[config.mk]
export PLATFORM = sky130hd
export DESIGN_NAME = port_b_alternate_function_mux
export DESIGN_NICKNAME = d
export VERILOG_FILES = /design/src/rtl/port_b_alternate_function_mux.v
export VERILOG_INCLUDE_DIRS = /design/src /design/src/rtl
export SDC_FILE = /design/constraint.sdc
export NUM_CORES = 1
export LEC_CHECK = 0
export BUFFER_PORTS_ARGS = -buffer_cell sky130_fd_sc_hd__buf_2
export CAP_MARGIN = 10
export CORE_UTILIZATION = 38
export DETAILED_ROUTE_END_ITERATION = 7
export HOLD_SLACK_MARGIN = 0.05
export PLACE_DENSITY = 0.82
export SLEW_MARGIN = 40
export SYNTH_ARGS = -nofsm -noshare
export SYNTH_HDL_FRONTEND = slang
export SYNTH_SLANG_ARGS = --single-unit
[constraint.sdc]
create_clock -name sys_clk -period 1.7 [get_ports sys_clk]
set_clock_uncertainty 0.15 [all_clocks]
set_input_delay 0.34 -clock sys_clk [delete_from_list [all_inputs] [get_ports sys_clk]]
set_output_delay 0.34 -clock sys_clk [all_outputs]
set_load 0.005 [all_outputs]
[src/rtl/port_b_mux_regs.vh]
`ifndef PORT_B_MUX_REGS_VH
`define PORT_B_MUX_REGS_VH

// ----------------------------------------
// Pin positions within the port
// ----------------------------------------
`define PIN_MISO      0
`define PIN_MOSI      1
`define PIN_IRQ1      2
`define PIN_AMP0N     3
`define PIN_AMP0P     4
`define PIN_IRQ2      5
`define PIN_STAGE1B   6
`define PIN_SCLK      7

// ----------------------------------------
// Reset values of the registered outputs
// ----------------------------------------
`define OVR_RESET     8'h00
`define DI_RESET      1'b0

`endif

[src/rtl/port_b_alternate_function_mux.v]
`timescale 1ns/10ps
`include "port_b_mux_regs.vh"

module port_b_alternate_function_mux #(
  parameter PINS = 8                          // Pins in the port
) (
  input  wire            sys_clk,             // I/O clock
  input  wire            reset,               // Async reset, high
  input  wire            ireset_ok,           // Internal reset qualifier, high when out of reset
  input  wire            serial_unit_enable,  // Serial unit enabled
  input  wire            serial_master_select,// Serial unit is master
  input  wire            serial_pin_select,   // Serial pins on this port when low
  input  wire            global_pullup_disable,// Global pull-up disable
  input  wire            dir_bit_7,           // Pin 7 direction bit
  input  wire            dir_bit_1,           // Pin 1 direction bit
  input  wire            dir_bit_0,           // Pin 0 direction bit
  input  wire            out_latch_7,         // Pin 7 output latch bit
  input  wire            out_latch_1,         // Pin 1 output latch bit
  input  wire            out_latch_0,         // Pin 0 output latch bit
  input  wire            serial_clk_out,      // Serial clock from master
  input  wire            serial_mosi_out,     // Master data out
  input  wire            serial_miso_out,     // Slave data out
  input  wire            stage_out_0b_enable, // Stage output 0B enabled
  input  wire            stage_out_0b_value,  // Stage output 0B level
  input  wire            stage_out_1b_enable, // Stage output 1B enabled
  input  wire            stage_out_1b_value,  // Stage output 1B level
  input  wire            stage_out_2a_enable, // Stage output 2A enabled
  input  wire            stage_out_2a,        // Stage output 2A level
  input  wire            stage_out_2b_enable, // Stage output 2B enabled
  input  wire            stage_out_2b,        // Stage output 2B level
  input  wire            ext_irq_1_enabled,   // External interrupt 1 enabled
  input  wire            ext_irq_2_enabled,   // External interrupt 2 enabled
  input  wire            chan4_digital_off,   // Channel 4 digital disable
  input  wire            chan5_digital_off,   // Channel 5 digital disable
  input  wire            chan6_digital_off,   // Channel 6 digital disable
  input  wire            chan7_digital_off,   // Channel 7 digital disable
  input  wire            amp0_digital_off,    // Amplifier 0 digital disable
  input  wire [PINS-1:0] pin_in_sync,         // Synchronised pin inputs
  output reg  [PINS-1:0] pullup_override_en,  // Pull-up override enables
  output reg  [PINS-1:0] pullup_override_val, // Pull-up override values
  output reg  [PINS-1:0] dir_override_en,     // Direction override enables
  output reg  [PINS-1:0] dir_override_val,    // Direction override values
  output reg  [PINS-1:0] value_override_en,   // Value override enables
  output reg  [PINS-1:0] value_override_val,  // Value override values
  output reg  [PINS-1:0] input_enable_override_en, // Input enable override enables
  output reg  [PINS-1:0] input_enable_override_val,// Input enable override values
  output reg  [PINS-1:0] pin_change_src,      // Pin-change sources
  output reg             serial_clk_in,       // Slave clock to serial unit
  output reg             serial_mosi_in,      // Data into slave
  output reg             serial_miso_in,      // Data into master
  output reg             ext_irq_1,           // External interrupt 1 input
  output reg             ext_irq_2            // External interrupt 2 input
);

  // ----------------------------------------
  // Behaviour notes
  // ----------------------------------------
  // Every override leaves one clock after its inputs change.
  // A pin forced to input keeps a pull-up chosen by its latch bit, off while pull-ups are globally disabled.
  // Stage outputs win over the serial unit on pins 7, 1 and 0,
  // so a running stage never fights a forced input.
  // The direction bits act in the plain port logic; with no
  // override the port keeps using them, so they pass unused here.
  // Pins 4 and 3 carry only their digital-off override.
  // Analog pins rely on software to pick input without pull-up.
  // Reset clears every override so the port registers rule.

  // ----------------------------------------
  // Serial mode terms
  // ----------------------------------------
  // Pin select is low when the serial function sits on these pins
  wire sel_here;                              // Serial function on this port
  wire as_master;                             // Active master on this port
  wire as_slave;                              // Active slave on this port
  wire pu_ok;                                 // Pull-ups not globally disabled
  wire in_ok;                                 // Serial inputs may pass

  // Active modes and qualifiers
  assign sel_here  = ~serial_pin_select;
  assign as_master = serial_unit_enable & serial_master_select & sel_here;
  assign as_slave  = serial_unit_enable & ~serial_master_select & sel_here;
  assign pu_ok     = ~global_pullup_disable;
  assign in_ok     = sel_here & ireset_ok;

  // ----------------------------------------
  // Helper functions
  // ----------------------------------------
  // Gate a pin level on its way to the serial unit
  function gate_in;
    input pin_level;                          // Synchronised pin level
    input pass;                               // Serial inputs allowed
    begin
      gate_in = pin_level & pass;
    end
  endfunction

  // Pick the stage level while its output runs
  function stage_or_serial;
    input stage_en;                           // Stage output enabled
    input stage_level;                        // Stage output level
    input serial_level;                       // Serial unit output level
    begin
      stage_or_serial = stage_en ? stage_level : serial_level;
    end
  endfunction

  // Pull-up of a pin forced to input
  function forced_pullup;
    input latch_bit;                          // Output latch bit of the pin
    input allowed;                            // Pull-ups not globally disabled
    begin
      forced_pullup = latch_bit & allowed;
    end
  endfunction

  // ----------------------------------------
  // Next values of the registered outputs
  // ----------------------------------------
  reg [PINS-1:0] pullup_en_d;                 // Pull-up override enables
  reg [PINS-1:0] pullup_val_d;                // Pull-up override values
  reg [PINS-1:0] dir_en_d;                    // Direction override enables
  reg [PINS-1:0] dir_val_d;                   // Direction override values
  reg [PINS-1:0] value_en_d;                  // Value override enables
  reg [PINS-1:0] value_val_d;                 // Value override values
  reg [PINS-1:0] input_en_d;                  // Input enable override enables
  reg [PINS-1:0] input_val_d;                 // Input enable override values
  reg            serial_clk_d;                // Slave clock toward the serial unit
  reg            serial_mosi_d;               // Slave data toward the serial unit
  reg            serial_miso_d;               // Master data toward the serial unit
  reg            ext_irq_1_d;                 // Interrupt 1 level
  reg            ext_irq_2_d;                 // Interrupt 2 level

  // ----------------------------------------
  // Override generation
  // ----------------------------------------
  // Combine the alternate functions of every pin
  always @* begin
    // Idle pins leave the port registers in charge
    pullup_en_d  = `OVR_RESET;
    pullup_val_d = `OVR_RESET;
    dir_en_d     = `OVR_RESET;
    dir_val_d    = `OVR_RESET;
    value_en_d   = `OVR_RESET;
    value_val_d  = `OVR_RESET;
    input_en_d   = `OVR_RESET;
    input_val_d  = `OVR_RESET;

    // Pin 7: slave clock in, master clock out or stage 0B out
    // A running stage output wins over the serial forcing
    pullup_en_d[`PIN_SCLK]  = as_slave & ~stage_out_0b_enable;
    pullup_val_d[`PIN_SCLK] = forced_pullup(out_latch_7, pu_ok);
    dir_en_d[`PIN_SCLK]     = as_slave | stage_out_0b_enable;
    dir_val_d[`PIN_SCLK]    = stage_out_0b_enable;
    value_en_d[`PIN_SCLK]   = as_master | stage_out_0b_enable;
    value_val_d[`PIN_SCLK]  = stage_or_serial(stage_out_0b_enable, stage_out_0b_value, serial_clk_out);
    input_en_d[`PIN_SCLK]   = chan4_digital_off;
    input_val_d[`PIN_SCLK]  = 1'h0;

    // Pin 6: stage 1B output, channel 7 input
    // The direction bit is ignored while stage 1B runs
    pullup_en_d[`PIN_STAGE1B]  = 1'h0;
    pullup_val_d[`PIN_STAGE1B] = 1'h0;
    dir_en_d[`PIN_STAGE1B]     = stage_out_1b_enable;
    dir_val_d[`PIN_STAGE1B]    = 1'h1;
    value_en_d[`PIN_STAGE1B]   = stage_out_1b_enable;
    value_val_d[`PIN_STAGE1B]  = stage_out_1b_value;
    input_en_d[`PIN_STAGE1B]   = chan7_digital_off;
    input_val_d[`PIN_STAGE1B]  = 1'h0;

    // Pin 5: interrupt 2 and channel 6
    // An enabled interrupt keeps the input alive in sleep
    pullup_en_d[`PIN_IRQ2]  = 1'h0;
    pullup_val_d[`PIN_IRQ2] = 1'h0;
    dir_en_d[`PIN_IRQ2]     = 1'h0;
    dir_val_d[`PIN_IRQ2]    = 1'h0;
    value_en_d[`PIN_IRQ2]   = 1'h0;
    value_val_d[`PIN_IRQ2]  = 1'h0;
    input_en_d[`PIN_IRQ2]   = chan6_digital_off | ext_irq_2_enabled;
    input_val_d[`PIN_IRQ2]  = ext_irq_2_enabled;

    // Pin 4: amplifier 0 positive input
    // Only the digital input is switched off
    pullup_en_d[`PIN_AMP0P]  = 1'h0;
    pullup_val_d[`PIN_AMP0P] = 1'h0;
    dir_en_d[`PIN_AMP0P]     = 1'h0;
    dir_val_d[`PIN_AMP0P]    = 1'h0;
    value_en_d[`PIN_AMP0P]   = 1'h0;
    value_val_d[`PIN_AMP0P]  = 1'h0;
    input_en_d[`PIN_AMP0P]   = amp0_digital_off;
    input_val_d[`PIN_AMP0P]  = 1'h0;

    // Pin 3: amplifier 0 negative input
    // Shares the disable bit with pin 4
    pullup_en_d[`PIN_AMP0N]  = 1'h0;
    pullup_val_d[`PIN_AMP0N] = 1'h0;
    dir_en_d[`PIN_AMP0N]     = 1'h0;
    dir_val_d[`PIN_AMP0N]    = 1'h0;
    value_en_d[`PIN_AMP0N]   = 1'h0;
    value_val_d[`PIN_AMP0N]  = 1'h0;
    input_en_d[`PIN_AMP0N]   = amp0_digital_off;
    input_val_d[`PIN_AMP0N]  = 1'h0;

    // Pin 2: interrupt 1 and channel 5
    // An enabled interrupt keeps the input alive in sleep
    pullup_en_d[`PIN_IRQ1]  = 1'h0;
    pullup_val_d[`PIN_IRQ1] = 1'h0;
    dir_en_d[`PIN_IRQ1]     = 1'h0;
    dir_val_d[`PIN_IRQ1]    = 1'h0;
    value_en_d[`PIN_IRQ1]   = 1'h0;
    value_val_d[`PIN_IRQ1]  = 1'h0;
    input_en_d[`PIN_IRQ1]   = chan5_digital_off | ext_irq_1_enabled;
    input_val_d[`PIN_IRQ1]  = ext_irq_1_enabled;

    // Pin 1: data out of master, into slave, or stage 2B
    // Slave mode forces input; stage 2B wins when running
    pullup_en_d[`PIN_MOSI]  = as_slave & ~stage_out_2b_enable;
    pullup_val_d[`PIN_MOSI] = forced_pullup(out_latch_1, pu_ok);
    dir_en_d[`PIN_MOSI]     = as_slave | stage_out_2b_enable;
    dir_val_d[`PIN_MOSI]    = stage_out_2b_enable;
    value_en_d[`PIN_MOSI]   = as_master | stage_out_2b_enable;
    value_val_d[`PIN_MOSI]  = stage_or_serial(stage_out_2b_enable, stage_out_2b, serial_mosi_out);
    input_en_d[`PIN_MOSI]   = 1'h0;
    input_val_d[`PIN_MOSI]  = 1'h0;

    // Pin 0: data into master, out of slave, or stage 2A
    // Master mode forces input; stage 2A wins when running
    pullup_en_d[`PIN_MISO]  = as_master & ~stage_out_2a_enable;
    pullup_val_d[`PIN_MISO] = forced_pullup(out_latch_0, pu_ok);
    dir_en_d[`PIN_MISO]     = as_master | stage_out_2a_enable;
    dir_val_d[`PIN_MISO]    = stage_out_2a_enable;
    value_en_d[`PIN_MISO]   = as_slave | stage_out_2a_enable;
    value_val_d[`PIN_MISO]  = stage_or_serial(stage_out_2a_enable, stage_out_2a, serial_miso_out);
    input_en_d[`PIN_MISO]   = 1'h0;
    input_val_d[`PIN_MISO]  = 1'h0;
  end

  // ----------------------------------------
  // Input routing
  // ----------------------------------------
  // Pin levels handed to the serial unit and the interrupts
  always @* begin
    // Serial inputs only while the port carries the serial pins
    serial_clk_d  = gate_in(pin_in_sync[`PIN_SCLK], in_ok);
    serial_mosi_d = gate_in(pin_in_sync[`PIN_MOSI], in_ok);
    serial_miso_d = gate_in(pin_in_sync[`PIN_MISO], in_ok);
    // Interrupt pins pass straight through
    ext_irq_1_d   = pin_in_sync[`PIN_IRQ1];
    ext_irq_2_d   = pin_in_sync[`PIN_IRQ2];
  end

  // ----------------------------------------
  // Registered override outputs
  // ----------------------------------------
  // Pull-up and direction overrides
  always @(posedge sys_clk or posedge reset) begin
    if (reset) begin
      // Nothing overridden while in reset
      pullup_override_en  <= `OVR_RESET;
      pullup_override_val <= `OVR_RESET;
      dir_override_en     <= `OVR_RESET;
      dir_override_val    <= `OVR_RESET;
    end else begin
      // Follow the combined alternate functions
      pullup_override_en  <= pullup_en_d;
      pullup_override_val <= pullup_val_d;
      dir_override_en     <= dir_en_d;
      dir_override_val    <= dir_val_d;
    end
  end

  // Value and input enable overrides
  always @(posedge sys_clk or posedge reset) begin
    if (reset) begin
      // Nothing overridden while in reset
      value_override_en         <= `OVR_RESET;
      value_override_val        <= `OVR_RESET;
      input_enable_override_en  <= `OVR_RESET;
      input_enable_override_val <= `OVR_RESET;
    end else begin
      // Follow the combined alternate functions
      value_override_en         <= value_en_d;
      value_override_val        <= value_val_d;
      input_enable_override_en  <= input_en_d;
      input_enable_override_val <= input_val_d;
    end
  end

  // ----------------------------------------
  // Registered pin routing
  // ----------------------------------------
  // Serial and interrupt inputs
  always @(posedge sys_clk or posedge reset) begin
    if (reset) begin
      // Quiet inputs while in reset
      serial_clk_in  <= `DI_RESET;
      serial_mosi_in <= `DI_RESET;
      serial_miso_in <= `DI_RESET;
      ext_irq_1      <= `DI_RESET;
      ext_irq_2      <= `DI_RESET;
    end else begin
      // Routed pin levels
      serial_clk_in  <= serial_clk_d;
      serial_mosi_in <= serial_mosi_d;
      serial_miso_in <= serial_miso_d;
      ext_irq_1      <= ext_irq_1_d;
      ext_irq_2      <= ext_irq_2_d;
    end
  end

  // Pin-change sources follow every pin
  always @(posedge sys_clk or posedge reset) begin
    if (reset) begin
      // No pin-change activity in reset
      pin_change_src <= `OVR_RESET;
    end else begin
      // Each pin feeds its own source
      pin_change_src <= pin_in_sync;
    end
  end

endmodule

Word level (Yosys, flattened, before mapping)
Index checks and enable logic that the tools add are counted.

Bits of input ports: 39. Output and inout port bits: 77. Logic and storage cells: 45. Register bits after elaboration: 43.

Bitwise logic cells: 28. Mux-type cells: 3.

Operators with widths (number): $and 1x1->1 (14); $or 1x1->1 (8); $not 1->1 (6); $mux 1 (3).

Longest topological paths before layout
Gate-level depths: netlist (run 1).

Depth after elaboration: 4. Depth in mapped cells: 2. Depth with buffers taken out: 2.

Worst setup path after synthesis (run 1)
Ideal clock, no wire load.

Kind: input to register. Start point: input serial_pin_select. End point: register pullup_override_en[1]. Library setup time: 0.070 ns. Stages: 2. Required time: 1.480 ns. Arrival: 0.831 ns. Path buffers: 0. Path slack: 0.649 ns. Cells stage by stage: or3b_4 > nor2_2.

Longest elaborated chain between the ends: 3.

Ends and longest elaborated chain: start: declaration (line port_b_alternate_function_mux.v:12) `input wire serial_pin_select,`; $not 1->1 (line port_b_alternate_function_mux.v:79) `assign sel_here = ~serial_pin_select;`; $and 1x1->1 (line port_b_alternate_function_mux.v:81) `assign as_slave = serial_unit_enable & ~serial_master_select & sel_here;`; $and 1x1->1 (line port_b_alternate_function_mux.v:216) `` pullup_en_d[`PIN_MOSI] = as_slave & ~stage_out_2b_enable; ``; named net pullup_en_d[1] (line port_b_alternate_function_mux.v:119) `reg [PINS-1:0] pullup_en_d;`; end signal: assignment (line port_b_alternate_function_mux.v:258) `` pullup_override_en <= `OVR_RESET; ``; end signal: assignment (line port_b_alternate_function_mux.v:264) `pullup_override_en <= pullup_en_d;`; end: declaration (line port_b_alternate_function_mux.v:39) `output reg [PINS-1:0] pullup_override_en,`.

The timed path passes the listed nets, and every way through them passes these cells.

Worst setup path after layout (run 1)
Start point: input ext_irq_2_enabled. End point: register input_enable_override_en[5].

Longest elaborated chain between the ends: 1.

Ends and longest elaborated chain: start: declaration (line port_b_alternate_function_mux.v:32) `input wire ext_irq_2_enabled,`; $or 1x1->1 (line port_b_alternate_function_mux.v:178) `` input_en_d[`PIN_IRQ2] = chan6_digital_off | ext_irq_2_enabled; ``; named net input_en_d[5] (line port_b_alternate_function_mux.v:125) `reg [PINS-1:0] input_en_d;`; end signal: assignment (line port_b_alternate_function_mux.v:277) `` input_enable_override_en <= `OVR_RESET; ``; end signal: assignment (line port_b_alternate_function_mux.v:283) `input_enable_override_en <= input_en_d;`; end: declaration (line port_b_alternate_function_mux.v:45) `output reg [PINS-1:0] input_enable_override_en,`.

The timed path passes the listed nets, and every way through them passes these cells.

==> results of run 1 <==
## flip-flops by register name, summed over array words and instances (netlist names)
| signal | cells |
|---|---|
| pin_change_src | 8 |
| input_enable_override_en | 5 |
| dir_override_val | 4 |
| value_override_en | 4 |
| value_override_val | 4 |
| dir_override_en | 3 |
| pullup_override_en | 3 |
| pullup_override_val | 3 |
| input_enable_override_val | 2 |
| serial_clk_in | 1 |
| serial_miso_in | 1 |
| serial_mosi_in | 1 |
## through the flow
stage	utilization [%]	hold slack, ns	cells	worst slack (ns)	cell area, sq um
2_1_floorplan	-	0.221	136	0.321	1560
3_3_place_gp	47.4	0.298	225	0.496	1740
3_5_place_dp	47.4	0.299	225	0.485	1740
4_1_cts	54.0	0.0630	249	0.416	1980
5_1_grt	54.0	0.0696	249	0.390	1980
6_report	54.0	0.0707	249	0.421	1980
## synth_stat cells
cell	n	area share (%)
nand3b_1	1	0.52
nand2b_2	1	0.61
nor2_2	2	0.87
conb_1	2	0.52
and2b_2	1	0.61
or3b_4	1	0.78
nor2_1	1	0.26
nor2b_1	3	1.3
inv_1	1	0.26
and2_1	3	1.3
buf_4	38	20
nand2b_1	5	2.2
mux2_2	3	2.3
dfrtp_1	39	68
or2_2	2	0.87
## placed cells by master (no fill, tap or decap), drive strengths merged
cell type	Yosys	routed
nand2b	6	6
mux2	3	3
conb	2	35
nor2	3	3
or2	2	2
inv	1	1
clkbuf	0	7
and2b	1	1
and2	3	3
or3b	1	1
clkinv	0	1
nor2b	3	3
dlygate4sd3	0	16
buf	38	79
nand3b	1	1
dfrtp	39	39
## kinds of logic after synthesis
| logic type | count (synthesis) |
|---|---|
| multiplexers | 3 |
| AND/OR/NAND/NOR | 20 |
| flip-flops | 39 |
| other | 2 |
| buffers and inverters | 39 |
## worst max path at each step
stage | from | endpoint | cells after the start
floorplan | reset | dir_override_en[0]$_DFF_PP0_ | 1
global placement | serial_pin_select | pullup_override_en[7]$_DFF_PP0_ | 3
detailed placement | serial_pin_select | pullup_override_en[1]$_DFF_PP0_ | 3
CTS | input_enable_override_en[4]$_DFF_PP0_ | input_enable_override_en[3] | 1
global route | reset | dir_override_en[0]$_DFF_PP0_ | 4
finish | ext_irq_2_enabled | input_enable_override_en[5]$_DFF_PP0_ | 3
## timing repair
action / in CTS / in global routing
endpoints found under the hold margin: 54 / 0
setup buffers: 0 / 0
hold buffers: 16 / 0
## worst max-delay path, cell delays in order
cell           delay [ns]
dlygate4sd3_1        0.53
buf_2                0.13
or2_2                0.29
## power breakdown
group	switching [mW]	internal, mW
clock network	0.274	0.287
logic	0.0891	0.106
registers	0.0116	0.975
total	0.374	1.37
## metal layers
metal  up-vias  GRT usage (%)
met1       435           12.4
met4         0           3.41
met5         -              0
met3         0           5.62
li1        433              -
met2        58           22.9
## cell type report
cell class,count,area share [%]
Sequential cell,39,49.3
Timing Repair Buffer,95,28.2
Multi-Input combinational cell,58,15.1
Clock buffer,7,3.86
Tap cell,48,3.04
Clock inverter,1,0.253
Inverter,1,0.190
==> results.py, run 1 <==
metrics = {
    "floorplanning": {
        "die_x_um": 63.6,
        "die_ar_sq_um": 4040,
        "coreArea_sq_um": 3660,
        "pin_count": 116,
        "core.rowCount": 22,
        "fp.dieH_um": 63.6,
        "starting_density_of_the_core_pct": 39.3,
    },
    "min_path": {
        "min-delay-path-class": "in -> reg",
        "timing.hold.worst.start": "stage_out_2a_enable",
        "hold_end": "dir_override_val[0]$_DFF_PP0_",
        "worstHoldPathCells": 1,
    },
    "drt": {
        "detailedRoute.firstPassIterationCount": 3,
        "met3RoutedLength_um": 213,
        "drt-met1-wl_um": 793,
        "routed_wl_um": 2290,
        "antenna_violating_nets_post_route": 0,
        "routed_wire_length_per_instance_um": 9.19,
        "top_layer_used": "met3",
        "vias_per_cell": 3.72,
        "drt-initial-drc-count": 18,
        "detailed_route_via_count": 926,
        "route.detailed.drc": 0,
        "dr_wl_met2_um": 1280,
    },
    "setup_path": {
        "cp_data_required_time_ns": 1.71,
        "cp_data_arrival_time_ns": 1.29,
        "timing.critical_path.fanout_max": 2,
        "critPathCaptureType": "flop",
        "criticalPathCategory": "in -> reg",
        "start_kind": "primary input",
    },
    "global_routing": {
        "first_global_vias": 849,
        "grt-ovfl-total": 0,
        "grtUsageTotal_pct": 12.4,
        "grt_antenna_before_repair": 0,
        "largest_net_degree_at_the_start_of_global_routing": 40,
        "grt_pass1_wl_um": 3730,
    },
    "power": {
        "report.power.total_mw": 1.74,
        "power-per-cell-area_nw_per_um2": 881,
        "worst_ir_drop_vdd_uv": 451,
        "power_leakage_nw": 1.08,
    },
    "yosys": {
        "synth_xor_xnor_area_share_pct": 0,
        "share_of_the_synthesized_area_in_compound_gates_ao_oa_aoi_oai_pct": 0,
        "muxShareOfSynthArea_pct": 2.35,
        "average_size_of_a_mapped_cell_sq_um": 14.0,
        "post_synth_and_or_nand_nor_area_fraction_pct": 9.30,
        "combinational_family_with_the_most_area_after_synthesis": "buffers and inverters",
        "yosys_register_bits": 39,
        "ys_warn_count": 0,
        "synth.distinct_cells": 15,
        "synth_fa_ha_area_share_pct": 0,
        "netlist_instances": 103,
        "synth.yosys.seq_area_share_pct": 67.8,
        "syn-cell-area_sq_um": 1440,
    },
    "sta": {
        "achievable-frequency_mhz": 782,
        "share_of_the_clock_period_used_by_the_worst_path_after_layout_pct": 75.3,
        "final_period_minus_worst_setup_slack_ns": 1.28,
        "finalSetupViolations": 0,
        "hold_viol_final": 0,
        "grt_setup_unrepaired": "no",
        "fin_tns_setup_ns": 0,
        "final-max-slew-violation-count": 0,
    },
    "layout": {
        "nets": 239,
        "flow.area_growth_from_synthesis_pct": 37.4,
        "area_occupied_by_multi_input_gates_sq_um": 299,
        "drive_gt1_share_pct": 47.3,
        "filler_cell_count": 328,
        "area.sequential_sq_um": 976,
        "num_antenna_cells": 0,
    },
    "cts": {
        "numClockSinks": 39,
        "htree_levels": 2,
        "ctsResizeCount": 0,
        "clk_pin_slew_worst_paths_ns": 0.07,
        "cts_tree": "done",
        "clock_path_buffers": 2,
        "clock_buffers_created_by_tritoncts": 5,
        "clock_root_buffer": "clkbuf_8",
    },
    "place": {
        "count_of_port_buffers_added_during_placement": 78,
        "place_congestion": 0.647,
        "post-dp-hpwl_um": 1720,
    },
    "outcome": {
        "outcome": "finished clean",
    },
    "run": {
        "cap_violations": 0,
    },
}
Power figures use the tool's default switching activity.
==> run 2: changes to the inputs <==
==> constraint.sdc (replaced) <==
create_clock -name sys_clk -period 1.2 [get_ports sys_clk]
set_clock_uncertainty 0.15 [all_clocks]
set_input_delay 0.24 -clock sys_clk [delete_from_list [all_inputs] [get_ports sys_clk]]
set_output_delay 0.24 -clock sys_clk [all_outputs]
set_load 0.005 [all_outputs]
==> run 2 against run 1 <==
Against the previous run:
- non-clock buffer count rose by 18
- cell count is 7.2% higher
- count of clock-buffer cells in the layout rose by 1
- die area stayed put
- critical path type is now reg -> out
- first-iteration DRC count rose by 61%
==> results.py, run 2 (synthesized netlist as in run 1, its figures left out) <==
metrics = {
    "sta": {
        "fin_tns_setup_ns": 0,
        "finalSetupViolations": 0,
        "final_period_minus_worst_setup_slack_ns": 1.18,
        "share_of_the_clock_period_used_by_the_worst_path_after_layout_pct": 98.0,
        "grt_setup_unrepaired": "yes",
        "final-max-slew-violation-count": 0,
        "hold_viol_final": 0,
        "timing.final.ws_setup_ns": 0.0241,
        "achievable-frequency_mhz": 850,
        "holdWs_ns": 0.0784,
    },
    "layout": {
        "num_antenna_cells": 0,
        "nets": 257,
        "largest_register_ff_count": 8,
        "final_core_utilization_pct": 59.9,
        "flow.area_growth_from_synthesis_pct": 52.3,
        "reg_top3": "pin_change_src: 8 flops, input_enable_override_en: 5 flops",
        "layout_commonest_cell": "buf_2",
        "post_layout_instance_area_sq_um": 2190,
        "drive_gt1_share_pct": 44.3,
        "top_register": "pin_change_src",
        "layout.cells.non_filler": 267,
        "final_cell_mix": "buf_2 (78), dfrtp_1 (39), conb_1 (35)",
    },
    "power": {
        "report.power.total_mw": 2.67,
        "power.clock.fraction_pct": 35.1,
        "power_switching_share_pct": 21.3,
        "netSwitchingPower_mw": 0.568,
        "power_leakage_nw": 1.16,
        "power_report.internal_total_mw": 2.10,
        "share_comb_of_total_power_pct": 12.5,
        "power-per-cell-area_nw_per_um2": 1220,
        "worst_ir_drop_vdd_uv": 636,
        "power.sequential.fraction_pct": 52.4,
    },
    "cts": {
        "clock_path_buffers": 2,
        "cts_tree": "done",
        "clk_pin_slew_worst_paths_ns": 0.07,
        "clock_buffers_created_by_tritoncts": 5,
        "clock_root_buffer": "clkbuf_8",
        "postCtsSetupBuffers": 0,
        "numClockSinks": 39,
        "htree_levels": 2,
        "ctsResizeCount": 0,
    },
    "floorplanning": {
        "die_ar_sq_um": 4040,
        "starting_density_of_the_core_pct": 39.3,
        "coreArea_sq_um": 3660,
        "pin_count": 116,
        "fp.dieH_um": 63.6,
        "core.rowCount": 22,
        "die_x_um": 63.6,
    },
    "outcome": {
        "outcome": "finished clean",
    },
    "place": {
        "count_of_port_buffers_added_during_placement": 78,
        "detailed_place.area_sq_um": 1750,
        "place.detailed.instances": 225,
        "place_worst_setup_slack_ns": 0.0874,
        "place_congestion": 0.605,
        "post-dp-hpwl_um": 1740,
    },
    "setup_path": {
        "cp_data_arrival_time_ns": 0.79,
        "critPathCaptureType": "output pin",
        "timing.critical_path.fanout_max": 2,
        "list_of_cells_traversed_by_the_critical_path": "buf_2",
        "cpMaxStageDelayCell": "dfrtp_1",
        "critPathCapture": "pin_change_src[2]",
        "start_kind": "flop",
        "cp_data_required_time_ns": 0.81,
        "crit_family": "flip-flops",
        "timing.critical_path.slowest_cell_delay_ns": 0.38,
        "crit_buf_inv": 1,
        "criticalPathCategory": "reg -> out",
        "cp_num_cells": 1,
        "critical_path.startpoint": "pin_change_src[2]$_DFF_PP0_",
    },
    "global_routing": {
        "grt_pass1_wl_um": 4440,
        "grtUsageTotal_pct": 15.3,
        "largest_net_degree_at_the_start_of_global_routing": 40,
        "grt-ovfl-total": 0,
        "grt_antenna_before_repair": 0,
        "first_global_vias": 1033,
    },
    "drt": {
        "detailed_route_via_count": 1003,
        "drt-initial-drc-count": 29,
        "antenna_violating_nets_post_route": 0,
        "route.detailed.drc": 0,
        "detailedRoute.firstPassIterationCount": 2,
        "vias_per_cell": 3.76,
        "routed_wire_length_per_instance_um": 10.2,
        "routed_wl_um": 2710,
    },
    "min_path": {
        "min-delay-path-class": "in -> reg",
    },
    "run": {
        "cap_violations": 0,
    },
}
[run 2: changes by cell type in the layout (fill, tap and decap cells not counted)]
cell	before	now
clkbuf_1	2	1
dlygate4sd3_1	16	34
clkbuf_8	5	7
clkinv_2	1	0
inv_1	1	0
buf_12	0	1
buf_4	1	0
clkinvlp_4	0	1
[run 2: cell type report]
cell class              count  area (sq um)
clock buffers               8           100
inverters                   1          7.51
repair buffers            113           751
flip-flops and latches     39           976
well taps                  48          60.1
fillers                   321          1470
multi-input cells          58           299
[run 2: power by group through the flow]
| stage | Combinational [mW] | Clock, mW | Sequential, mW |
|---|---|---|---|
| after floorplan | 0.169 | 0 | 1.44 |
| after global placement | 0.244 | 0 | 1.42 |
| after detailed placement | 0.249 | 0 | 1.42 |
| after CTS | 0.335 | 0.982 | 1.40 |
| after global routing | 0.374 | 1.04 | 1.40 |
| final | 0.334 | 0.935 | 1.40 |
[run 2: how the worst min path moves through the flow]
stage,startpoint,slack [ns],end,cells past startpoint
CTS,stage_out_0b_enable,0.07,value_override_val[7]$_DFF_PP0_,2
detailed placement,reset,0.15,value_override_en[6]$_DFF_PP0_,3
global route,stage_out_0b_enable,0.07,value_override_val[7]$_DFF_PP0_,2
finish,stage_out_0b_enable,0.08,value_override_val[7]$_DFF_PP0_,2
global placement,reset,0.15,pin_change_src[5]$_DFF_PP0_,3
floorplan,reset,0.06,dir_override_en[0]$_DFF_PP0_,1
[run 2: what timing repair did]
action | 4_1_cts | 5_1_grt
hold endpoints to repair | 71 | 0
hold buffers | 34 | 0
endpoints found under the setup margin | 0 | 16
[run 2: metal layers]
layer  up-vias  share of wire, %  track usage, %
li1        468                 -               -
met1       469                33            13.9
met2        60                57            29.0
met3         6               7.9            6.16
met4         0               2.0            6.82
met5         -                 0               0
==> run 3: changes to the inputs <==
--- a/config.mk
+++ b/config.mk
@@ -12,6 +12,7 @@
 export DETAILED_ROUTE_END_ITERATION = 7
 export HOLD_SLACK_MARGIN = 0.05
 export PLACE_DENSITY = 0.82
+export REMOVE_ABC_BUFFERS = 1
 export SLEW_MARGIN = 40
 export SYNTH_ARGS = -nofsm -noshare
 export SYNTH_HDL_FRONTEND = slang
==> constraint.sdc (replaced) <==
create_clock -name sys_clk -period 1.2 [get_ports sys_clk]
set_clock_uncertainty 0.15 [all_clocks]
set_input_delay 0.18 -clock sys_clk [delete_from_list [all_inputs] [get_ports sys_clk]]
set_output_delay 0.18 -clock sys_clk [all_outputs]
set_load 0.005 [all_outputs]
==> run 3 against run 2 <==
Against the previous run:
- fmax grew 1.6%
- via count did not move
- die area did not move
- critical path type is now in -> reg
- largest power group unchanged
==> results.py, run 3 (synthesized netlist as in run 1, its figures left out) <==
metrics = {
    "setup_path": {
        "critPathCaptureType": "flop",
        "cp_data_arrival_time_ns": 1.18,
        "timing.critical_path.fanout_max": 5,
        "start_kind": "primary input",
        "critical_path.startpoint": "stage_out_0b_enable",
        "cp_data_required_time_ns": 1.22,
        "list_of_cells_traversed_by_the_critical_path": "dlygate4sd3_1 -> buf_4 -> mux2_2",
        "criticalPathCategory": "in -> reg",
        "timing.critical_path.slowest_cell_delay_ns": 0.54,
        "cpMaxStageDelayCell": "dlygate4sd3_1",
        "crit_buf_inv": 2,
        "crit_family": "buffers and inverters",
    },
    "drt": {
        "dr_wl_met2_um": 1560,
        "routed_wire_length_per_instance_um": 10.4,
        "routed_wl_um": 2750,
        "drt-initial-drc-count": 37,
        "drt-met1-wl_um": 943,
        "detailedRoute.firstPassIterationCount": 2,
        "vias_per_cell": 3.78,
        "antenna_violating_nets_post_route": 0,
        "met3RoutedLength_um": 211,
        "route.detailed.drc": 0,
        "detailed_route_via_count": 1003,
        "top_layer_used": "met4",
    },
    "sta": {
        "finalSetupViolations": 0,
        "final-max-slew-violation-count": 0,
        "timing.final.ws_setup_ns": 0.0430,
        "grt_setup_unrepaired": "no",
        "hold_viol_final": 0,
        "final_period_minus_worst_setup_slack_ns": 1.16,
        "share_of_the_clock_period_used_by_the_worst_path_after_layout_pct": 96.4,
        "achievable-frequency_mhz": 864,
    },
    "power": {
        "worst_ir_drop_vdd_uv": 573,
        "power_leakage_nw": 1.16,
        "power-per-cell-area_nw_per_um2": 1180,
    },
    "global_routing": {
        "grt_antenna_before_repair": 0,
        "grt-ovfl-total": 0,
        "grtUsageTotal_pct": 14.8,
        "largest_net_degree_at_the_start_of_global_routing": 40,
        "grt_pass1_wl_um": 4420,
        "first_global_vias": 998,
    },
    "place": {
        "count_of_port_buffers_added_during_placement": 78,
        "place_congestion": 0.652,
        "place_worst_setup_slack_ns": 0.159,
        "detailed_place.area_sq_um": 1750,
        "place.detailed.instances": 225,
        "post-dp-hpwl_um": 1740,
    },
    "layout": {
        "largest_register_ff_count": 8,
        "flow.area_growth_from_synthesis_pct": 49.7,
        "layout_commonest_cell": "buf_2",
        "final_cell_mix": "buf_2 (77), dfrtp_1 (39), conb_1 (35)",
        "num_antenna_cells": 0,
        "top_register": "pin_change_src",
        "post_layout_instance_area_sq_um": 2160,
        "reg_top3": "pin_change_src: 8 flops, input_enable_override_en: 5 flops",
        "layout.cells.non_filler": 265,
        "drive_gt1_share_pct": 44.7,
        "filler_cell_count": 306,
        "nets": 255,
    },
    "cts": {
        "clk_pin_slew_worst_paths_ns": 0.07,
        "postCtsSetupBuffers": 0,
        "clock_root_buffer": "clkbuf_8",
        "numClockSinks": 39,
        "htree_levels": 2,
        "cts_tree": "done",
        "clock_path_buffers": 2,
        "clock_buffers_created_by_tritoncts": 5,
    },
    "min_path": {
        "hold_end": "pullup_override_en[1]$_DFF_PP0_",
        "timing.hold.worst.start": "serial_master_select",
        "worstHoldPathCells": 3,
        "min-delay-path-class": "in -> reg",
    },
    "floorplanning": {
        "die_x_um": 63.6,
        "die_ar_sq_um": 4040,
        "fp.dieH_um": 63.6,
        "starting_density_of_the_core_pct": 39.3,
        "coreArea_sq_um": 3660,
        "pin_count": 116,
        "core.rowCount": 22,
    },
    "outcome": {
        "outcome": "finished clean",
    },
    "run": {
        "cap_violations": 0,
    },
}
==> run 3: layer usage <==
metal  track usage, %  vias to the layer above
met5                0                        -
met4             5.11                        0
met3             5.07                        5
met2             27.1                       62
met1             15.4                      471
li1                 -                      465
==> run 3: tightest hold or removal path, cell delays in order <==
cell and delay [ns]:
buf_2 0.09, or3b_4 0.15, nor2_2 0.04
==> run 3: how the worst max path moves through the flow <==
stage,end,slack [ns],depth (start not counted)
final,value_override_val[7]$_DFF_PP0_,0.04,3
after global routing,value_override_val[0]$_DFF_PP0_,0.008,3
after CTS,value_override_val[7]$_DFF_PP0_,0.04,3
after detailed placement,pullup_override_en[1]$_DFF_PP0_,0.16,3
after global placement,pullup_override_en[1]$_DFF_PP0_,0.18,3
after floorplan,dir_override_en[0]$_DFF_PP0_,-0.02,1
==> run 3: where the power goes <==
part           leakage, nW  switching, mW  internal (mW)
clock               0.0477          0.423          0.397
sequential           0.465         0.0175           1.38
combinational        0.645          0.139          0.189
total                 1.16          0.579           1.97
==> run 3: cell type report <==
cell class | count | area [sq um] | area share (%)
well taps | 48 | 60.1 | 2.79
multi-input cells | 58 | 299 | 13.9
flip-flops and latches | 39 | 976 | 45.3
repair buffers | 111 | 733 | 34.0
clock buffers | 5 | 68.8 | 3.19
clock inverters | 3 | 15.0 | 0.696
inverters | 1 | 3.75 | 0.174
==> run 3: metrics by stage <==
stage / setup TNS [ns] / power, mW / hold WS, ns / utilization, %
floorplan: -0.753 / 1.51 / 0.0614 / -
global placement: 0 / 1.66 / 0.0956 / 47.8
detailed placement: 0 / 1.67 / 0.0952 / 47.8
CTS: 0 / 2.59 / 0.0525 / 58.8
global route: 0 / 2.70 / 0.0682 / 58.9
finish: 0 / 2.55 / 0.0569 / 58.9
==> run 3: timing repair <==
action,in CTS,in global routing
endpoints found under the hold margin,77,0
endpoints found under the setup margin,0,1
resized for setup,0,1
hold buffers,32,0
